File: config.mk
export PLATFORM = sky130hd
export DESIGN_NAME = dmarc_top
export DESIGN_NICKNAME = d
export VERILOG_FILES = /design/src/dmarc_pkg.sv /design/src/dmarc_edge.sv /design/src/dmarc_word.sv /design/src/dmarc_top.sv
export SDC_FILE = /design/constraint.sdc
export NUM_CORES = 1
export LEC_CHECK = 0
export BUFFER_PORTS_ARGS = -buffer_cell sky130_fd_sc_hd__clkbuf_2
export CAP_MARGIN = 25
export CORE_MARGIN = 2
export CORE_UTILIZATION = 57
export DETAILED_ROUTE_END_ITERATION = 8
export GPL_TIMING_DRIVEN = 0
export PLACE_DENSITY = 0.87
export SLEW_MARGIN = 10
export SYNTH_ARGS = -nofsm -noshare
export SYNTH_HDL_FRONTEND = slang
export SYNTH_SLANG_ARGS = --single-unit
File: constraint.sdc
create_clock -name MCLK -period 2.9 [get_ports MCLK]
set_clock_uncertainty 0.1 [all_clocks]
set_input_delay 0.29 -clock MCLK [delete_from_list [all_inputs] [get_ports MCLK]]
set_output_delay 0.29 -clock MCLK [all_outputs]
set_load 0.02 [all_outputs]
File: src/dmarc_pkg.sv
// package for the dma register and command block: address codes,
// field positions, reset values and bit encodings.
// assumes a 4-bit host register address and an 8-bit host data bus.
package dmarc_pkg;

  // ==========================================================
  // widths
  localparam int CHANS = 4;
  localparam int WORD_W = 16;

  // ==========================================================
  // register address codes, address bit 3 high
  localparam logic [3:0] ADR_STATUS_CMD = 4'h8; // status read, command write
  localparam logic [3:0] ADR_REQUEST = 4'h9; // request write
  localparam logic [3:0] ADR_SMASK = 4'hA; // single mask bit write
  localparam logic [3:0] ADR_MODE = 4'hB; // mode write
  localparam logic [3:0] ADR_CLR_TOG = 4'hC; // clear byte toggle
  localparam logic [3:0] ADR_TEMP_MCLR = 4'hD; // temporary read, master clear
  localparam logic [3:0] ADR_CLR_MASK = 4'hE; // clear mask
  localparam logic [3:0] ADR_ALL_MASK = 4'hF; // all mask bits write
  localparam int ADR_GROUP_BIT = 3; // high selects the group above

  // ==========================================================
  // data bus field positions
  localparam int DB_CHSEL_LO = 0; // channel select field, bits 1:0
  localparam int DB_SET_BIT = 2; // set (1) or clear (0) for request/mask
  localparam int DB_MODE_LO = 2; // mode field sits in data bits 7:2
  localparam int CMD_M2M_BIT = 0; // command bit: memory-to-memory pair

  // stored mode field (data bits 7:2 shifted down by two)
  localparam int MODE_AUTOINIT = 2; // data bit 4
  localparam int MODE_DECR = 3; // data bit 5
  localparam int MODE_SEL_LO = 4; // data bits 7:6
  localparam logic [1:0] MODE_BLOCK = 2'h2;

  // ==========================================================
  // reset values
  localparam logic [7:0] CMD_RST = 8'h00;
  localparam logic [5:0] MODE_RST = 6'h00;
  localparam logic [3:0] MASK_RST = 4'hF;
  localparam logic [3:0] REQ_RST = 4'h0;
  localparam logic [3:0] TC_RST = 4'h0;
  localparam logic [7:0] TEMP_RST = 8'h00;
  localparam logic [7:0] DB_IDLE = 8'h00;
  localparam logic [15:0] WORD_RST = 16'h0000;
  localparam logic [15:0] WORD_ONE = 16'h0001;

endpackage

File: src/dmarc_edge.sv
// leading-edge detector for an active-high level.
// assumes the level is synchronous to clk.
`timescale 1ns/100ps

module dmarc_edge (
  input wire logic clk,
  input wire logic rstn,
  input wire logic lvl,
  output logic start
);
  logic prev_r; // level seen one cycle earlier

  // ==========================================================
  // history
  always_ff @(posedge clk) begin
    if (!rstn) begin
      prev_r <= 1'b0;
    end else begin
      prev_r <= lvl;
    end
  end

  // pulse on the first cycle only
  assign start = lvl & ~prev_r;
endmodule // dmarc_edge

File: src/dmarc_word.sv
// base/current register pair of one channel, loaded a byte at a time.
// assumes the parent gives one-cycle write, reload and step pulses.
`timescale 1ns/100ps

module dmarc_word #(
  parameter int W = dmarc_pkg::WORD_W
) (
  input wire logic clk,
  input wire logic rstn,
  input wire logic wr_lo, // host writes low byte
  input wire logic wr_hi, // host writes high byte
  input wire logic [7:0] wr_data,
  input wire logic reload, // copy base into current
  input wire logic step, // one transfer done
  input wire logic down, // step counts downward
  output logic [W-1:0] cur, // current value, the only readable one
  output logic wrap // step from zero while counting down
);
  logic [W-1:0] base_r; // original value, never read by the host
  logic [W-1:0] cur_r;
  logic [W-1:0] cur_nxt;
  logic [W-1:0] base_nxt;
  logic [W-1:0] one;

  assign one = W'(dmarc_pkg::WORD_ONE);

  // ==========================================================
  // next values: host write beats reload beats step
  always_comb begin
    base_nxt = base_r;
    cur_nxt = cur_r;
    if (wr_lo || wr_hi) begin
      // base and current load together, dropping any count in flight
      if (wr_lo) base_nxt[7:0] = wr_data;
      if (wr_hi) base_nxt[W-1:8] = wr_data[W-9:0];
      cur_nxt = base_nxt;
    end else if (reload) begin
      cur_nxt = base_r;
    end else if (step) begin
      cur_nxt = down ? cur_r - one : cur_r + one;
    end
  end

  // ==========================================================
  // storage
  always_ff @(posedge clk) begin
    if (!rstn) begin
      base_r <= W'(dmarc_pkg::WORD_RST);
      cur_r <= W'(dmarc_pkg::WORD_RST);
    end else begin
      base_r <= base_nxt;
      cur_r <= cur_nxt;
    end
  end

  assign cur = cur_r;
  // terminal count fires on the 0000 to ffff borrow
  assign wrap = step & down & (cur_r == W'(dmarc_pkg::WORD_RST)) & ~wr_lo & ~wr_hi;
endmodule // dmarc_word

File: src/dmarc_top.sv
// register and command logic of a four-channel dma controller:
// channel address/count pairs, command, mode, request, mask, status
// and temporary registers, the software commands and host read path.
// assumes a transfer engine outside that reports each transfer step,
// the active channel and the memory-to-memory data word, and a host
// whose strobes and address are synchronous to MCLK.
`timescale 1ns/100ps

//==========================================================
module dmarc_top #(
  parameter int NCH = dmarc_pkg::CHANS
) (
  input wire logic MCLK,
  input wire logic RSTN,
  input wire logic CS_N,
  input wire logic IOR_STROBE_N,
  input wire logic IOW_STROBE_N,
  input wire logic [3:0] REG_ADDR,
  input wire logic [7:0] DB_IN,
  output logic [7:0] DB_OUT,
  output logic DB_OE,
  input wire logic PROG_COND,
  input wire logic [3:0] CHANNEL_REQUEST_IN,
  input wire logic [3:0] XFER_STEP,
  input wire logic END_OF_PROCESS_N,
  input wire logic [1:0] ACTIVE_CHAN,
  input wire logic TEMP_LOAD,
  input wire logic [7:0] TEMP_DATA,
  output logic [3:0] TERMINAL_COUNT,
  output logic [3:0] SERVICE_REQ,
  output logic [3:0] MASK_OUT,
  output logic [7:0] CMD_OUT
);

  // ==========================================================
  // host access qualification
  logic rd_lvl; // read strobe active on this chip
  logic wr_lvl; // write strobe active on this chip
  logic rd_go; // first cycle of a read
  logic wr_go; // first cycle of a write
  logic eop_lvl; // external end of process, active high
  logic eop_go; // its leading edge

  // host accesses only count in the program condition
  assign rd_lvl = ~CS_N & ~IOR_STROBE_N & IOW_STROBE_N & PROG_COND;
  assign wr_lvl = ~CS_N & ~IOW_STROBE_N & IOR_STROBE_N & PROG_COND;
  assign eop_lvl = ~END_OF_PROCESS_N;

  // act once per strobe, so a long strobe cannot flip the toggle twice
  dmarc_edge u_rd_edge (
    .clk(MCLK),
    .rstn(RSTN),
    .lvl(rd_lvl),
    .start(rd_go)
  );

  dmarc_edge u_wr_edge (
    .clk(MCLK),
    .rstn(RSTN),
    .lvl(wr_lvl),
    .start(wr_go)
  );

  dmarc_edge u_eop_edge (
    .clk(MCLK),
    .rstn(RSTN),
    .lvl(eop_lvl),
    .start(eop_go)
  );

  // ==========================================================
  // address decode
  logic grp_hi; // command group selected
  logic ch_acc; // channel register access, read or write
  logic [1:0] ch_sel; // channel picked by address bits 2:1
  logic is_cnt; // word count (1) or address (0)
  logic wr_cmd, wr_req, wr_smask, wr_mode;
  logic do_clr_tog, do_mclr, do_clr_mask, wr_amask;
  logic rd_status, rd_temp;

  assign grp_hi = REG_ADDR[dmarc_pkg::ADR_GROUP_BIT];
  assign ch_sel = REG_ADDR[2:1];
  assign is_cnt = REG_ADDR[0];
  assign ch_acc = ~grp_hi & (rd_go | wr_go);
  assign wr_cmd = wr_go & (REG_ADDR == dmarc_pkg::ADR_STATUS_CMD);
  assign wr_req = wr_go & (REG_ADDR == dmarc_pkg::ADR_REQUEST);
  assign wr_smask = wr_go & (REG_ADDR == dmarc_pkg::ADR_SMASK);
  assign wr_mode = wr_go & (REG_ADDR == dmarc_pkg::ADR_MODE);
  // the three commands look at the address only, data is ignored
  assign do_clr_tog = wr_go & (REG_ADDR == dmarc_pkg::ADR_CLR_TOG);
  assign do_mclr = wr_go & (REG_ADDR == dmarc_pkg::ADR_TEMP_MCLR);
  assign do_clr_mask = wr_go & (REG_ADDR == dmarc_pkg::ADR_CLR_MASK);
  assign wr_amask = wr_go & (REG_ADDR == dmarc_pkg::ADR_ALL_MASK);
  assign rd_status = rd_go & (REG_ADDR == dmarc_pkg::ADR_STATUS_CMD);
  assign rd_temp = rd_go & (REG_ADDR == dmarc_pkg::ADR_TEMP_MCLR);

  // master clear joins the reset pin for the control registers below only
  logic clr_n; // combined reset, active low
  assign clr_n = RSTN & ~do_mclr;

  // ==========================================================
  // state
  logic tog_r, tog_nxt; // byte toggle: 0 low byte, 1 high byte
  logic [7:0] cmd_r, cmd_nxt; // command register
  logic [5:0] mode_r [NCH]; // mode per channel
  logic [3:0] mask_r, mask_nxt; // hardware request masks
  logic [3:0] req_r, req_nxt; // software requests
  logic [3:0] tc_r, tc_nxt; // sticky terminal count status
  logic [7:0] temp_r, temp_nxt; // memory-to-memory hold word
  logic [7:0] db_r, db_nxt; // read data on the bus
  logic db_oe_r; // bus driven
  logic [3:0] tc_out_r; // terminal count pulses out
  logic [3:0] svc_r; // pending requests out

  // ==========================================================
  // channel address and count pairs
  logic [15:0] cur_adr [NCH];
  logic [15:0] cur_cnt [NCH];
  logic [3:0] cnt_wrap; // borrow from zero, per channel
  logic [3:0] eop_ch; // end of process, per channel
  logic [3:0] autoinit; // autoinit programmed, per channel
  logic [3:0] block_md; // block transfer mode, per channel
  logic m2m; // memory-to-memory pair enabled

  assign m2m = cmd_r[dmarc_pkg::CMD_M2M_BIT];

  genvar g;
  generate
    for (g = 0; g < NCH; g++) begin : g_ch
      logic hit_adr, hit_cnt; // this channel's address or count written
      assign hit_adr = wr_go & ~grp_hi & (ch_sel == 2'(g)) & ~is_cnt;
      assign hit_cnt = wr_go & ~grp_hi & (ch_sel == 2'(g)) & is_cnt;
      assign autoinit[g] = mode_r[g][dmarc_pkg::MODE_AUTOINIT];
      assign block_md[g] = mode_r[g][dmarc_pkg::MODE_SEL_LO +: 2] == dmarc_pkg::MODE_BLOCK;

      // address steps up or down per mode; both reload on autoinit
      dmarc_word u_adr (
        .clk(MCLK),
        .rstn(RSTN),
        .wr_lo(hit_adr & ~tog_r),
        .wr_hi(hit_adr & tog_r),
        .wr_data(DB_IN),
        .reload(eop_ch[g] & autoinit[g]),
        .step(XFER_STEP[g]),
        .down(mode_r[g][dmarc_pkg::MODE_DECR]),
        .cur(cur_adr[g]),
        .wrap()
      );

      // word count always counts down, one less than the transfers
      dmarc_word u_cnt (
        .clk(MCLK),
        .rstn(RSTN),
        .wr_lo(hit_cnt & ~tog_r),
        .wr_hi(hit_cnt & tog_r),
        .wr_data(DB_IN),
        .reload(eop_ch[g] & autoinit[g]),
        .step(XFER_STEP[g]),
        .down(1'b1),
        .cur(cur_cnt[g]),
        .wrap(cnt_wrap[g])
      );

      // end of process: own terminal count or the external pin;
      // in the memory pair channel 1's count also ends channel 0
      if (g == 0) begin : g_src
        assign eop_ch[g] = cnt_wrap[g] | (m2m & cnt_wrap[1]) | (eop_go & (ACTIVE_CHAN == 2'(g)));
      end else begin : g_oth
        assign eop_ch[g] = cnt_wrap[g] | (eop_go & (ACTIVE_CHAN == 2'(g)));
      end
    end
  endgenerate

  // ==========================================================
  // software request acceptance
  logic [1:0] db_ch; // channel field of the data bus
  logic db_set; // set or clear field
  logic req_ok; // a set request may be taken

  assign db_ch = DB_IN[dmarc_pkg::DB_CHSEL_LO +: 2];
  assign db_set = DB_IN[dmarc_pkg::DB_SET_BIT];
  // block mode only, and only channel 0 while the memory pair runs
  assign req_ok = block_md[db_ch] & (~m2m | (db_ch == 2'h0));

  // ==========================================================
  // next-state logic for the control registers
  always_comb begin
    cmd_nxt = cmd_r;
    mask_nxt = mask_r;
    req_nxt = req_r;
    tog_nxt = tog_r;
    temp_nxt = temp_r;
    // command register
    if (wr_cmd) cmd_nxt = DB_IN;
    // byte toggle
    if (do_clr_tog) begin
      tog_nxt = 1'b0;
    end else if (ch_acc) begin
      tog_nxt = ~tog_r;
    end
    // mask: host writes first, end of process sets on top unless autoinit
    if (wr_smask) mask_nxt[db_ch] = db_set;
    if (wr_amask) mask_nxt = DB_IN[3:0];
    if (do_clr_mask) mask_nxt = 4'h0;
    mask_nxt = mask_nxt | (eop_ch & ~autoinit);
    // software request: write, then clear on terminal count or eop
    if (wr_req) begin
      if (!db_set) begin
        req_nxt[db_ch] = 1'b0;
      end else if (req_ok) begin
        req_nxt[db_ch] = 1'b1;
      end
    end
    req_nxt = req_nxt & ~eop_ch;
    // temporary register keeps the last memory word
    if (TEMP_LOAD) temp_nxt = TEMP_DATA;
  end

  // terminal count status: a new count wins over the read clear
  assign tc_nxt = (rd_status ? 4'h0 : tc_r) | cnt_wrap;

  // ==========================================================
  // read path, current values only
  logic [15:0] rd_word; // current register of the addressed channel

  assign rd_word = is_cnt ? cur_cnt[ch_sel] : cur_adr[ch_sel];

  always_comb begin
    db_nxt = db_r;
    if (rd_go) begin
      if (!grp_hi) begin
        db_nxt = tog_r ? rd_word[15:8] : rd_word[7:0];
      end else if (rd_status) begin
        db_nxt = {svc_nxt(mask_r, req_r, CHANNEL_REQUEST_IN), tc_r};
      end else if (rd_temp) begin
        db_nxt = temp_r;
      end else begin
        // write-only codes answer with zero
        db_nxt = dmarc_pkg::DB_IDLE;
      end
    end
  end

  // pending service: unmasked hardware or any software request
  function automatic logic [3:0] svc_nxt(
    input logic [3:0] msk,
    input logic [3:0] sw,
    input logic [3:0] hw
  );
    svc_nxt = (hw & ~msk) | sw;
  endfunction

  // ==========================================================
  // registers cleared by reset or master clear
  always_ff @(posedge MCLK) begin
    if (!clr_n) begin
      cmd_r <= dmarc_pkg::CMD_RST;
      mask_r <= dmarc_pkg::MASK_RST;
      req_r <= dmarc_pkg::REQ_RST;
      tc_r <= dmarc_pkg::TC_RST;
      temp_r <= dmarc_pkg::TEMP_RST;
      tog_r <= 1'b0;
    end else begin
      cmd_r <= cmd_nxt;
      mask_r <= mask_nxt;
      req_r <= req_nxt;
      tc_r <= tc_nxt;
      temp_r <= temp_nxt;
      tog_r <= tog_nxt;
    end
  end

  // ==========================================================
  // mode registers; master clear leaves them, as the pin reset does not
  // name them either, but a power-up value is still defined
  always_ff @(posedge MCLK) begin
    if (!RSTN) begin
      for (int i = 0; i < NCH; i++) begin
        mode_r[i] <= dmarc_pkg::MODE_RST;
      end
    end else if (wr_mode) begin
      mode_r[db_ch] <= DB_IN[7:dmarc_pkg::DB_MODE_LO];
    end
  end

  // ==========================================================
  // bus drive: data held while the read strobe stays low
  always_ff @(posedge MCLK) begin
    if (!RSTN) begin
      db_r <= dmarc_pkg::DB_IDLE;
      db_oe_r <= 1'b0;
    end else begin
      db_r <= db_nxt;
      db_oe_r <= rd_lvl;
    end
  end

  // ==========================================================
  // outputs toward the transfer engine
  always_ff @(posedge MCLK) begin
    if (!RSTN) begin
      tc_out_r <= dmarc_pkg::TC_RST;
      svc_r <= dmarc_pkg::REQ_RST;
    end else begin
      tc_out_r <= cnt_wrap;
      svc_r <= svc_nxt(mask_nxt, req_nxt, CHANNEL_REQUEST_IN);
    end
  end

  assign DB_OUT = db_r;
  assign DB_OE = db_oe_r;
  assign TERMINAL_COUNT = tc_out_r;
  assign SERVICE_REQ = svc_r;
  assign MASK_OUT = mask_r;
  assign CMD_OUT = cmd_r;

endmodule // dmarc_top

Word level (Yosys, flattened, before mapping)
Memories as Yosys holds them, arrays and structs flattened.
Cells that the tools add are included.
{"block": "word_totals", "in_bits": 38, "latch_bits": 0, "mem_count": 1, "rom_bits": 0, "output_inout_bits": 29, "mem_bits_rw": 24, "regBits": 304, "elab_cells": 278}
{"block": "op_classes", "n_lt_le_gt_ge": 3, "addsub": 12, "muxes": 74, "mul": 0, "bitwise_logic": 116, "n_reduce_logical": 26, "div": 0, "eq_ne": 18, "shifts": 0}
{"name": "mode_r", "words": 4, "width": 6, "read_ports": 4, "rd_ports_with_merged_regs": 0, "wr": 4, "line_no": "dmarc_top.sv:105", "text": "logic [5:0] mode_r [NCH];"}
{"op": "16-bit two-way mux", "count": 33}
{"op": "8-bit two-way mux", "count": 20}
{"op": "16-bit by 1-bit subtractor with 16-bit output, second input constant", "count": 8}
{"op": "1-bit AND", "count": 72}
{"op": "16-bit by 1-bit adder with 16-bit output, second input constant", "count": 4}
{"op": "16-bit binary-select mux with 2-bit select", "count": 2}
{"op": "16-bit logical NOT", "count": 4}
{"op": "4-bit equality test, second input constant", "count": 8}
{"op": "4-bit two-way mux", "count": 7}
{"op": "3-bit nonzero test", "count": 8}
{"op": "1-bit NOT", "count": 21}
{"op": "4-bit AND", "count": 5}
{"op": "4-bit NOT", "count": 5}
{"op": "4-bit bitwise OR", "count": 5}
{"op": "2-bit equality test, second input constant", "count": 8}
{"op": "1-bit logical OR", "count": 8}
{"op": "1-bit two-way mux", "count": 7}
{"op": "1-bit bitwise OR", "count": 7}
{"op": "2-bit logical NOT", "count": 3}
{"op": "6-bit two-way mux", "count": 1}
{"op": "6-bit OR reduction", "count": 1}
{"op": "4-bit bitwise mux", "count": 1}
{"op": "2-bit by 1-bit equality test with 1-bit output, second input constant", "count": 2}
{"op": "3-bit >= comparator, second input constant", "count": 1}
{"op": "8 further kinds", "count": 8}

Depth between registers and ports, before layout
Gate-level depths: netlist (run 1).
{"block": "logic_depth", "ltp_word": 20, "mapped_depth": 11, "ltp_nobuf": 10}

Modules after synthesis
A second synthesis (run 1) with hierarchy kept.
{"block": "hier_totals", "hier_cells": 2864, "area_unflattened_um2": 23411.2}
{"mod": "dmarc_word at g_ch[0].u_cnt ...", "area_per_inst_um2": 2452.4, "cells_each": 309, "seq_area_each_um2": 640.6, "n_inst": 7}
{"mod": "dmarc_top", "area_per_inst_um2": 3941.3, "cells_each": 419, "seq_area_each_um2": 1401.3, "n_inst": 1}
{"mod": "dmarc_word at g_ch[0].u_adr", "area_per_inst_um2": 2183.3, "cells_each": 273, "seq_area_each_um2": 640.6, "n_inst": 1}
{"mod": "dmarc_edge", "area_per_inst_um2": 40.0, "cells_each": 3, "seq_area_each_um2": 20.0, "n_inst": 3}

Worst setup path after synthesis (run 1)
No wires, ideal clock.
{"block": "synth_path", "kind": "register to register", "startpoint": "mem mode_r[2][3]", "endpoint": "reg g_ch[2].u_adr.cur_r[14]", "arrival_time_ns": 2.589, "t_required_ns": 2.667, "synth_period_minus_slack_ns": 2.822, "path_buffers": 0, "setup_slack_ns": 0.078, "setup_ns": 0.133, "path_stages_with_launch": 9, "cell_sequence": "edfxtp_1 -> ha_1 -> and3_1 -> a211oi_1 -> a211oi_1 -> or3_1 -> a31o_2 -> a211oi_1 -> nor3_1"}
{"item": "from (decl)", "line_no": "dmarc_top.sv:105"}
{"item": "to (signal assigned)", "line_no": "dmarc_word.sv:49", "text": "cur_r <= W'(dmarc_pkg::WORD_RST);"}
{"item": "to (signal assigned)", "line_no": "dmarc_word.sv:52", "text": "cur_r <= cur_nxt;"}
{"item": "to (decl)", "line_no": "dmarc_word.sv:20", "text": "logic [W-1:0] cur_r;"}

Worst setup path in the final report (run 1)
{"block": "layout_path", "startpoint": "reg g_ch[1].u_cnt.cur_r[0]", "endpoint": "reg g_ch[1].u_adr.cur_r[15]"}
{"block": "layout_via", "elab_chain_cells": 8, "elab_cells_between_ends": 9, "cone_classes": "mux (2); bitwise (5); reduce/logical (2)"}
{"item": "from (decl)", "line_no": "dmarc_word.sv:20"}
{"item": "from (signal assigned)", "line_no": "dmarc_word.sv:49"}
{"item": "from (signal assigned)", "line_no": "dmarc_word.sv:52"}
{"item": "16-bit logical NOT (*)", "line_no": "dmarc_word.sv:58", "text": "assign wrap = step & down & (cur_r == W'(dmarc_pkg::WORD_RST)) & ~wr_lo & ~wr_hi;"}
{"item": "1-bit AND (*) (3 in a row)", "line_no": "dmarc_word.sv:58"}
{"item": "1-bit bitwise OR (*)", "line_no": "dmarc_top.sv:169", "text": "assign eop_ch[g] = cnt_wrap[g] | (eop_go & (ACTIVE_CHAN == 2'(g)));"}
{"item": "1-bit AND (*)", "line_no": "dmarc_top.sv:143", "text": ".reload(eop_ch[g] & autoinit[g]),"}
{"item": "16-bit two-way mux", "line_no": "dmarc_word.sv:37", "text": "end else if (reload) begin"}
{"item": "16-bit two-way mux", "line_no": "dmarc_word.sv:32", "text": "if (wr_lo || wr_hi) begin"}
{"item": "to (signal assigned)", "line_no": "dmarc_word.sv:49"}
{"item": "to (signal assigned)", "line_no": "dmarc_word.sv:52"}
{"item": "to (decl)", "line_no": "dmarc_word.sv:20"}
Every way passes the cells marked *; elsewhere a longest branch is shown, timed or not.
A chain may end at the register's enable or synchronous reset.

==> impl_metrics.json, run 1 <==
{
  "finalCoreUtilization": 0.690,
  "ir_worst_vdd_mv": 0.609,
  "layout.filler_cells": 2496,
  "instance_count_of_the_mapped_netlist": 2238,
  "globalRouteTotalUtil": 0.436,
  "dpl_cell_area_um2": 19100,
  "critical_path_peak_fanout": 10,
  "via_per_inst": 6.89,
  "post_synth_num_cell_types": 91,
  "fin_crit_sh": 1.02,
  "holdCritPathClass": "input pin to register",
  "run_status": "finished, violations left",
  "cap_viol_max_count": 0,
  "dp_hpwl_um": 53700,
  "cp-start-kind": "register",
  "timing_worst_setup_path_type": "register to register",
  "num_vias": 19685,
  "cts_made_buffers": 36,
  "slowest_cp_cell": "or4b_2",
  "post_route_cells_drive_above_1_share": 0.171,
  "drt_iter0_drc": 2796,
  "fin_ws_ns": -0.0585,
  "cellLeakagePower_nw": 8.41,
  "power.switching_mw": 5.70,
  "max_stage_delay_ns": 0.62,
  "synth_seq_area_share": 0.362,
  "io_buffers": 59,
  "drcViolationCount": 0,
  "number_of_nets_produced_by_synthesis": 2342,
  "clock_power_share": 0.302,
  "core_area_um2": 31500,
  "async_flop_share": 0,
  "clock_transition_at_the_registers_of_the_reported_paths_ns": 0.06,
  "floorplan.die.height_um": 182,
  "wirelength_um": 75000,
  "cts-htree-levels": 2,
  "required_time_reported_for_the_critical_path_endpoint_ns": 3.20,
  "mean_syn_cell_area_um2": 8.11,
  "antenna_left": 0,
  "period_minus_slack_ns": 2.96,
  "critical_path_buf_inv_count": 2,
  "clk_latency_ns": 0.52,
  "synth_seq_cells": 320,
  "max-clock-path-buffers": 3,
  "internal_power_mw": 10.1,
  "cpLargestDelayFamily": "simple AND/OR/NAND/NOR gates",
  "fmax_mhz": 338,
  "initial_antenna_violation_count": 2,
  "path_cells": "inv_1 > ha_1 > or4b_2 > nor4_2 > a31oi_4 > nor2_4 > nor2_1 > buf_2 > nand2_1 > nor4_1 > a211o_1",
  "grt_pass1_vias": 18179,
  "gp_congestion": 1.10,
  "sequential_cell_area_um2": 6590,
  "p_per_area_nw_per_um2": 729,
  "placement_rows": 65,
  "switching_share": 0.360,
  "grt_setup_unrepaired": "yes",
  "pre_cts_ws_ns": -1.01,
  "worstHoldStart": "IOW_STROBE_N",
  "final_design_area_no_fill_um2": 21700,
  "hold_violations": 0,
  "grt_pass1_wl_um": 110000,
  "logic_pwr_share": 0.331,
  "io_pins": 67,
  "whs_ns": 0.0113,
  "pin_count_of_the_biggest_net_entering_global_routing": 14,
  "setup_viol": 24,
  "ys.warnings.count": 0,
  "synth_area_um2": 18100,
  "critPathArrivalTime_ns": 3.26,
  "cts_sink_cnt": 320,
  "r2r_start": "g_ch[1].u_cnt.cur[0]",
  "worst_slew_pin_slew_ns": 1.21,
  "timing.max_slew.rel_slack": 0.196,
  "critPathCaptureType": "register",
  "initial_utilization": 0.577,
  "floorplan.die.width_um": 182,
  "number_of_enable_flip_flop_cells_after_synthesis": 16,
  "post_drt_wl_per_cell_um": 26.2,
  "clock_tree.root_cell": "clkbuf_16",
  "slew_violations": 0,
  "seq_power_share": 0.367,
  "regToRegSetupSlack_ns": -0.06,
  "synth-main-ff-cell": "dfxtp_1",
  "floorplan.die_area_um2": 33300,
  "grt_overflow": 0,
  "multi_input_gate_area_um2": 11400,
  "drt_first_pass_iters": 7,
  "nNetsFinal": 2535,
  "startpoint": "g_ch[1].u_cnt.cur[0]",
  "failed_checks": "negative setup slack",
  "cts_tree": "done",
  "insertedDiodeCount": 0,
  "area_delta_synth_final_pct": 19.7
}
cell usage in the layout, fill, tap and decap left out, drive strengths merged, types with 8 or more instances in the layout:
master / instances
nor4: 27
o31ai: 8
and3: 11
dlygate4sd3: 15
a211oi: 37
nand3: 35
clkbuf: 222
mux2i: 16
a221oi: 11
and2: 20
dfxtp: 304
nand2b: 25
or3: 24
edfxtp: 16
o22ai: 16
buf: 108
xnor2: 48
xor2: 54
nor2b: 10
nand2: 376
or4: 16
o21bai: 8
a222oi: 17
a21oi: 236
o21a: 13
ha: 62
nor2: 224
or2: 18
inv: 58
a31oi: 32
a21o: 18
o221ai: 44
mux4: 40
o21ai: 146
nor3: 41
synthesized netlist by cell type, types with 35 or more instances:
| cell | number | area [um2] |
|---|---|---|
| xor2_1 | 54 | 473 |
| nor2_1 | 218 | 818 |
| nand2_1 | 372 | 1400 |
| nand3_1 | 35 | 175 |
| o21ai_0 | 138 | 691 |
| dfxtp_1 | 304 | 6090 |
| o221ai_1 | 43 | 377 |
| a211oi_1 | 36 | 270 |
| ha_1 | 62 | 776 |
| mux4_2 | 40 | 901 |
| nor3_1 | 40 | 200 |
| clkbuf_1 | 113 | 424 |
| xnor2_1 | 48 | 420 |
| a21oi_1 | 236 | 1180 |
| inv_1 | 57 | 214 |
worst reg2reg max path, delay by kind of cell (launching register included):
| kind | cells | cell delay [ns] |
|---|---|---|
| AO/OA/AOI/OAI | 2 | 0.46 |
| buffers and inverters | 2 | 0.31 |
| adder cells (fa/ha/maj) | 1 | 0.17 |
| flip-flops | 1 | 0.37 |
| AND/OR/NAND/NOR | 6 | 1.44 |
per-layer routing:
metal	vias to the layer above	track usage	wire length [um]	part of all wire
met5	-	0	11	0.00015
met4	2	0.286	5880	0.078
met3	390	0.129	11000	0.15
met2	1520	0.654	31500	0.42
met1	9298	0.546	26700	0.36
li1	8475	-	-	-
logic make-up after synthesis:
group,count (synthesis),synth area share
AOI/OAI and AO/OA,652,0.229
xor gates and xnor gates,102,0.0492
adders and majority gates,66,0.0472
buffers and inverters,197,0.0427
DFF,320,0.362
muxes,57,0.0591
and+or+nand+nor,844,0.211
registers in the layout (all words and copies together), names as in the netlist:
signal,count
MASK_OUT,4
u_rd_edge.prev_r,1
tc_r,4
DB_OUT,8
SERVICE_REQ,4
g_ch.u_adr.base_r,64
g_ch.u_cnt.cur,64
tog_r,1
u_wr_edge.prev_r,1
g_ch.u_cnt.base_r,64
u_eop_edge.prev_r,1
req_r,4
g_ch.u_adr.cur,64
CMD_OUT,8
temp_r,8
mode_r,16
TERMINAL_COUNT,4
final timing paths:
kind                                   to  cells past startpoint
setup reg to reg    g_ch[1].u_adr.cur[15]                     11
hold reg to reg   g_ch[2].u_cnt.base_r[4]                      2
hold / removal           u_rd_edge.prev_r                      3
setup / recovery    g_ch[1].u_adr.cur[15]                     11
timing repair:
| item | CTS | global route |
|---|---|---|
| setup endpoints to repair | 257 | 153 |
| hold endpoints to repair | 14 | 0 |
| pin swaps | 29 | 23 |
| resized for setup | 111 | 76 |
| setup buffers | 41 | 29 |
| hold buffers | 15 | 0 |
| cloned | 1 | 0 |
power by group through the flow:
stage	sequential, mW	combinational (mW)	clock [mW]
floorplan	5.40	3.44	0
global placement	5.80	4.35	0
detailed placement	5.81	4.46	0
CTS	5.72	4.87	4.75
global route	5.79	5.60	4.94
finish	5.82	5.24	4.79
stage by stage:
step	instances	power [mW]	setup TNS, ns
after floorplan	2238	8.84	0
after global placement	2699	10.1	-97.37
after detailed placement	2709	10.3	-108.10
after CTS	2828	15.3	-0.0230
after global routing	2859	16.3	-1.46
final	2859	15.8	-0.548
layout make-up:
class                           instances  area share
Clock inverter                         12     0.00766
Sequential cell                       320       0.304
Buffer                                138      0.0289
Clock buffer                           52      0.0485
Timing Repair Buffer                  155      0.0520
Tap cell                              402      0.0232
Inverter                               58      0.0100
Multi-Input combinational cell       1722       0.526
Note: power is estimated with default switching activity, not from simulation.
==> run 2: changes to the inputs <==
--- a/config.mk
+++ b/config.mk
@@ -9,8 +9,8 @@
 export CAP_MARGIN = 25
 export CORE_MARGIN = 2
-export CORE_UTILIZATION = 57
+export CORE_UTILIZATION = 40
 export DETAILED_ROUTE_END_ITERATION = 8
 export GPL_TIMING_DRIVEN = 0
-export PLACE_DENSITY = 0.87
+export PLACE_DENSITY = 0.68
 export SLEW_MARGIN = 10
 export SYNTH_ARGS = -nofsm -noshare
--- a/constraint.sdc
+++ b/constraint.sdc
@@ -3,3 +3,3 @@
 set_input_delay 0.29 -clock MCLK [delete_from_list [all_inputs] [get_ports MCLK]]
 set_output_delay 0.29 -clock MCLK [all_outputs]
-set_load 0.02 [all_outputs]
+set_load 0.005 [all_outputs]
==> run 2 against run 1 <==
  * The flow still finishes with violations (negative setup slack)
  * Global-route usage fell by 12 points
  * Die area grew 41%
  * Fmax is 1.3% higher
  * Sequential share of layout area down 0.53 points
  * Critical path depth decreased by 1
  * Worst hold slack improved by 0.050 ns
  * Total power shrank 0.62%
  * Count of clock-buffer cells in the layout did not move
  * Design area is 1.6% higher
==> impl_metrics.json, run 2 (synthesis gave the netlist of run 1 again) <==
{
  "cts_made_buffers": 37,
  "internal_power_mw": 9.98,
  "logic_pwr_share": 0.335,
  "critPathArrivalTime_ns": 3.26,
  "pin_count_of_the_biggest_net_entering_global_routing": 14,
  "worst_slew_pin_slew_ns": 1.20,
  "cts_sink_cnt": 320,
  "hold_violations": 0,
  "grt_overflow": 0,
  "grt_pass1_vias": 17719,
  "fmax_mhz": 342,
  "grt.met3_usage": 0.0727,
  "gp_congestion": 1.00,
  "final_design_area_no_fill_um2": 22100,
  "cts_tree": "done",
  "max-clock-path-buffers": 3,
  "run_status": "finished, violations left",
  "io_buffers": 59,
  "drt_first_pass_iters": 8,
  "cts-htree-levels": 2,
  "failed_checks": "negative setup slack",
  "num_vias": 19284,
  "cpLargestDelayFamily": "simple AND/OR/NAND/NOR gates",
  "max_stage_delay_ns": 0.39,
  "clock_power_share": 0.298,
  "dp_hpwl_um": 55800,
  "io_pins": 67,
  "grt_pass1_wl_um": 112000,
  "post_drt_wl_per_cell_um": 25.2,
  "initial_antenna_violation_count": 1,
  "critPathCaptureType": "register",
  "floorplan.die.height_um": 217,
  "insertedDiodeCount": 0,
  "nNetsFinal": 2540,
  "grt_busiest_layer": "met2",
  "core_area_um2": 45100,
  "grt_setup_unrepaired": "yes",
  "period_minus_slack_ns": 2.92,
  "area_delta_synth_final_pct": 21.6,
  "switching_share": 0.366,
  "critical_path_buf_inv_count": 3,
  "dpl_cell_area_um2": 19300,
  "layout.cells.most_common": "nand2_1",
  "fin_ws_ns": -0.0200,
  "clock_transition_at_the_registers_of_the_reported_paths_ns": 0.06,
  "cp-start-kind": "register",
  "p_per_area_nw_per_um2": 713,
  "drcViolationCount": 0,
  "post_route_cells_drive_above_1_share": 0.176,
  "slowest_cp_cell": "or3b_4",
  "power_mw": 15.7,
  "setup_viol": 1,
  "drt_iter0_drc": 2849,
  "holdCritPathClass": "input pin to register",
  "wirelength_um": 77300,
  "globalRouteTotalUtil": 0.317,
  "timing.max_slew.rel_slack": 0.199,
  "met2_usage": 0.489,
  "floorplan.die_area_um2": 47100,
  "critical_path_peak_fanout": 7,
  "floorplan.die.width_um": 217,
  "slew_violations": 0,
  "required_time_reported_for_the_critical_path_endpoint_ns": 3.24,
  "initial_utilization": 0.403,
  "via_per_inst": 6.30,
  "clk_latency_ns": 0.56,
  "layout.filler_cells": 4348,
  "power.switching_mw": 5.76,
  "placement_rows": 78,
  "mostFrequentLayoutCells": "nand2_1, dfxtp_1, a21oi_1",
  "cap_viol_max_count": 0,
  "timing_worst_setup_path_type": "register to register",
  "fin_crit_sh": 1.01,
  "seq_power_share": 0.367,
  "ir_worst_vdd_mv": 0.441,
  "use_met1": 0.409,
  "clock_tree.root_cell": "clkbuf_16",
  "path_cells": "or3b_4 > buf_8 > nor4_4 > nor4_4 > buf_6 > buf_6 > o21ai_4 > nand3_2 > o221a_2 > a211o_1",
  "cellLeakagePower_nw": 8.46,
  "antenna_left": 0
}
## run 2: changes by cell type in the layout (fill, tap and decap cells not counted), sizes merged
cell,delta
clkbuf,-3
clkinv,+2
bufinv,-2
buf,+4
dlygate4sd3,+1
inv,+1
clkinvlp,+1
clkdlybuf4s15,+2
## run 2: routing by layer
| layer | vias up | routed length (um) | share of wire |
|---|---|---|---|
| li1 | 8474 | - | - |
| met1 | 9248 | 29900 | 0.39 |
| met2 | 1271 | 33400 | 0.43 |
| met3 | 289 | 9080 | 0.12 |
| met4 | 2 | 4900 | 0.063 |
| met5 | - | 13 | 0.00017 |
## run 2: worst min-delay path: stages
cell and delay, ns:
clkbuf_2 0.08, inv_1 0.07, o22ai_1 0.08, and2_1 0.15
## run 2: path summary, 6_finish.rpt
| check | from | endpoint | slack [ns] | depth (start not counted) |
|---|---|---|---|---|
| max reg2reg | u_wr_edge.prev_r | g_ch[1].u_adr.cur[15] | -0.02 | 10 |
| max | u_wr_edge.prev_r | g_ch[1].u_adr.cur[15] | -0.02 | 10 |
| min | CHANNEL_REQUEST_IN[1] | SERVICE_REQ[1] | 0.06 | 4 |
| min reg2reg | g_ch[2].u_cnt.base_r[8] | g_ch[2].u_cnt.base_r[8] | 0.35 | 2 |
## run 2: stage by stage
stage / worst slack, ns / instances / utilization / TNS (ns) / hold slack, ns
floorplan: 0.0780 / 2238 / - / 0 / 0.262
global placement: -1.12 / 2897 / 0.426 / -125.53 / 0.339
detailed placement: -1.08 / 2907 / 0.429 / -127.40 / 0.343
CTS: -0.0303 / 3027 / 0.475 / -0.0379 / 0.0593
global route: -0.131 / 3063 / 0.490 / -0.614 / 0.0808
finish: -0.0200 / 3063 / 0.490 / -0.0200 / 0.0617
## run 2: area by class of cell
type                       instances  area, um2  share of cell area
multi-input combinational       1722      11500               0.520
sequential                       320       6580               0.298
timing repair buffer             160       1200              0.0542
clock buffer                      52       1030              0.0468
tap                              600        751              0.0340
buffer                           137        659              0.0299
inverter                          58        218             0.00986
clock inverter                    14        151             0.00686
## run 2: power groups by stage
stage	sequential, mW	combinational (mW)	clock [mW]
floorplan	5.39	3.44	0
global placement	5.77	4.40	0
detailed placement	5.78	4.50	0
CTS	5.69	4.85	4.66
global route	5.78	5.66	4.84
finish	5.77	5.28	4.69
## run 2: what timing repair did
item / in CTS / in global routing
gates cloned: 2 / 0
endpoints found under the hold margin: 15 / 0
resized for setup: 102 / 122
setup buffers: 38 / 33
pin swaps: 21 / 30
hold buffers: 16 / 0
endpoints found under the setup margin: 263 / 150
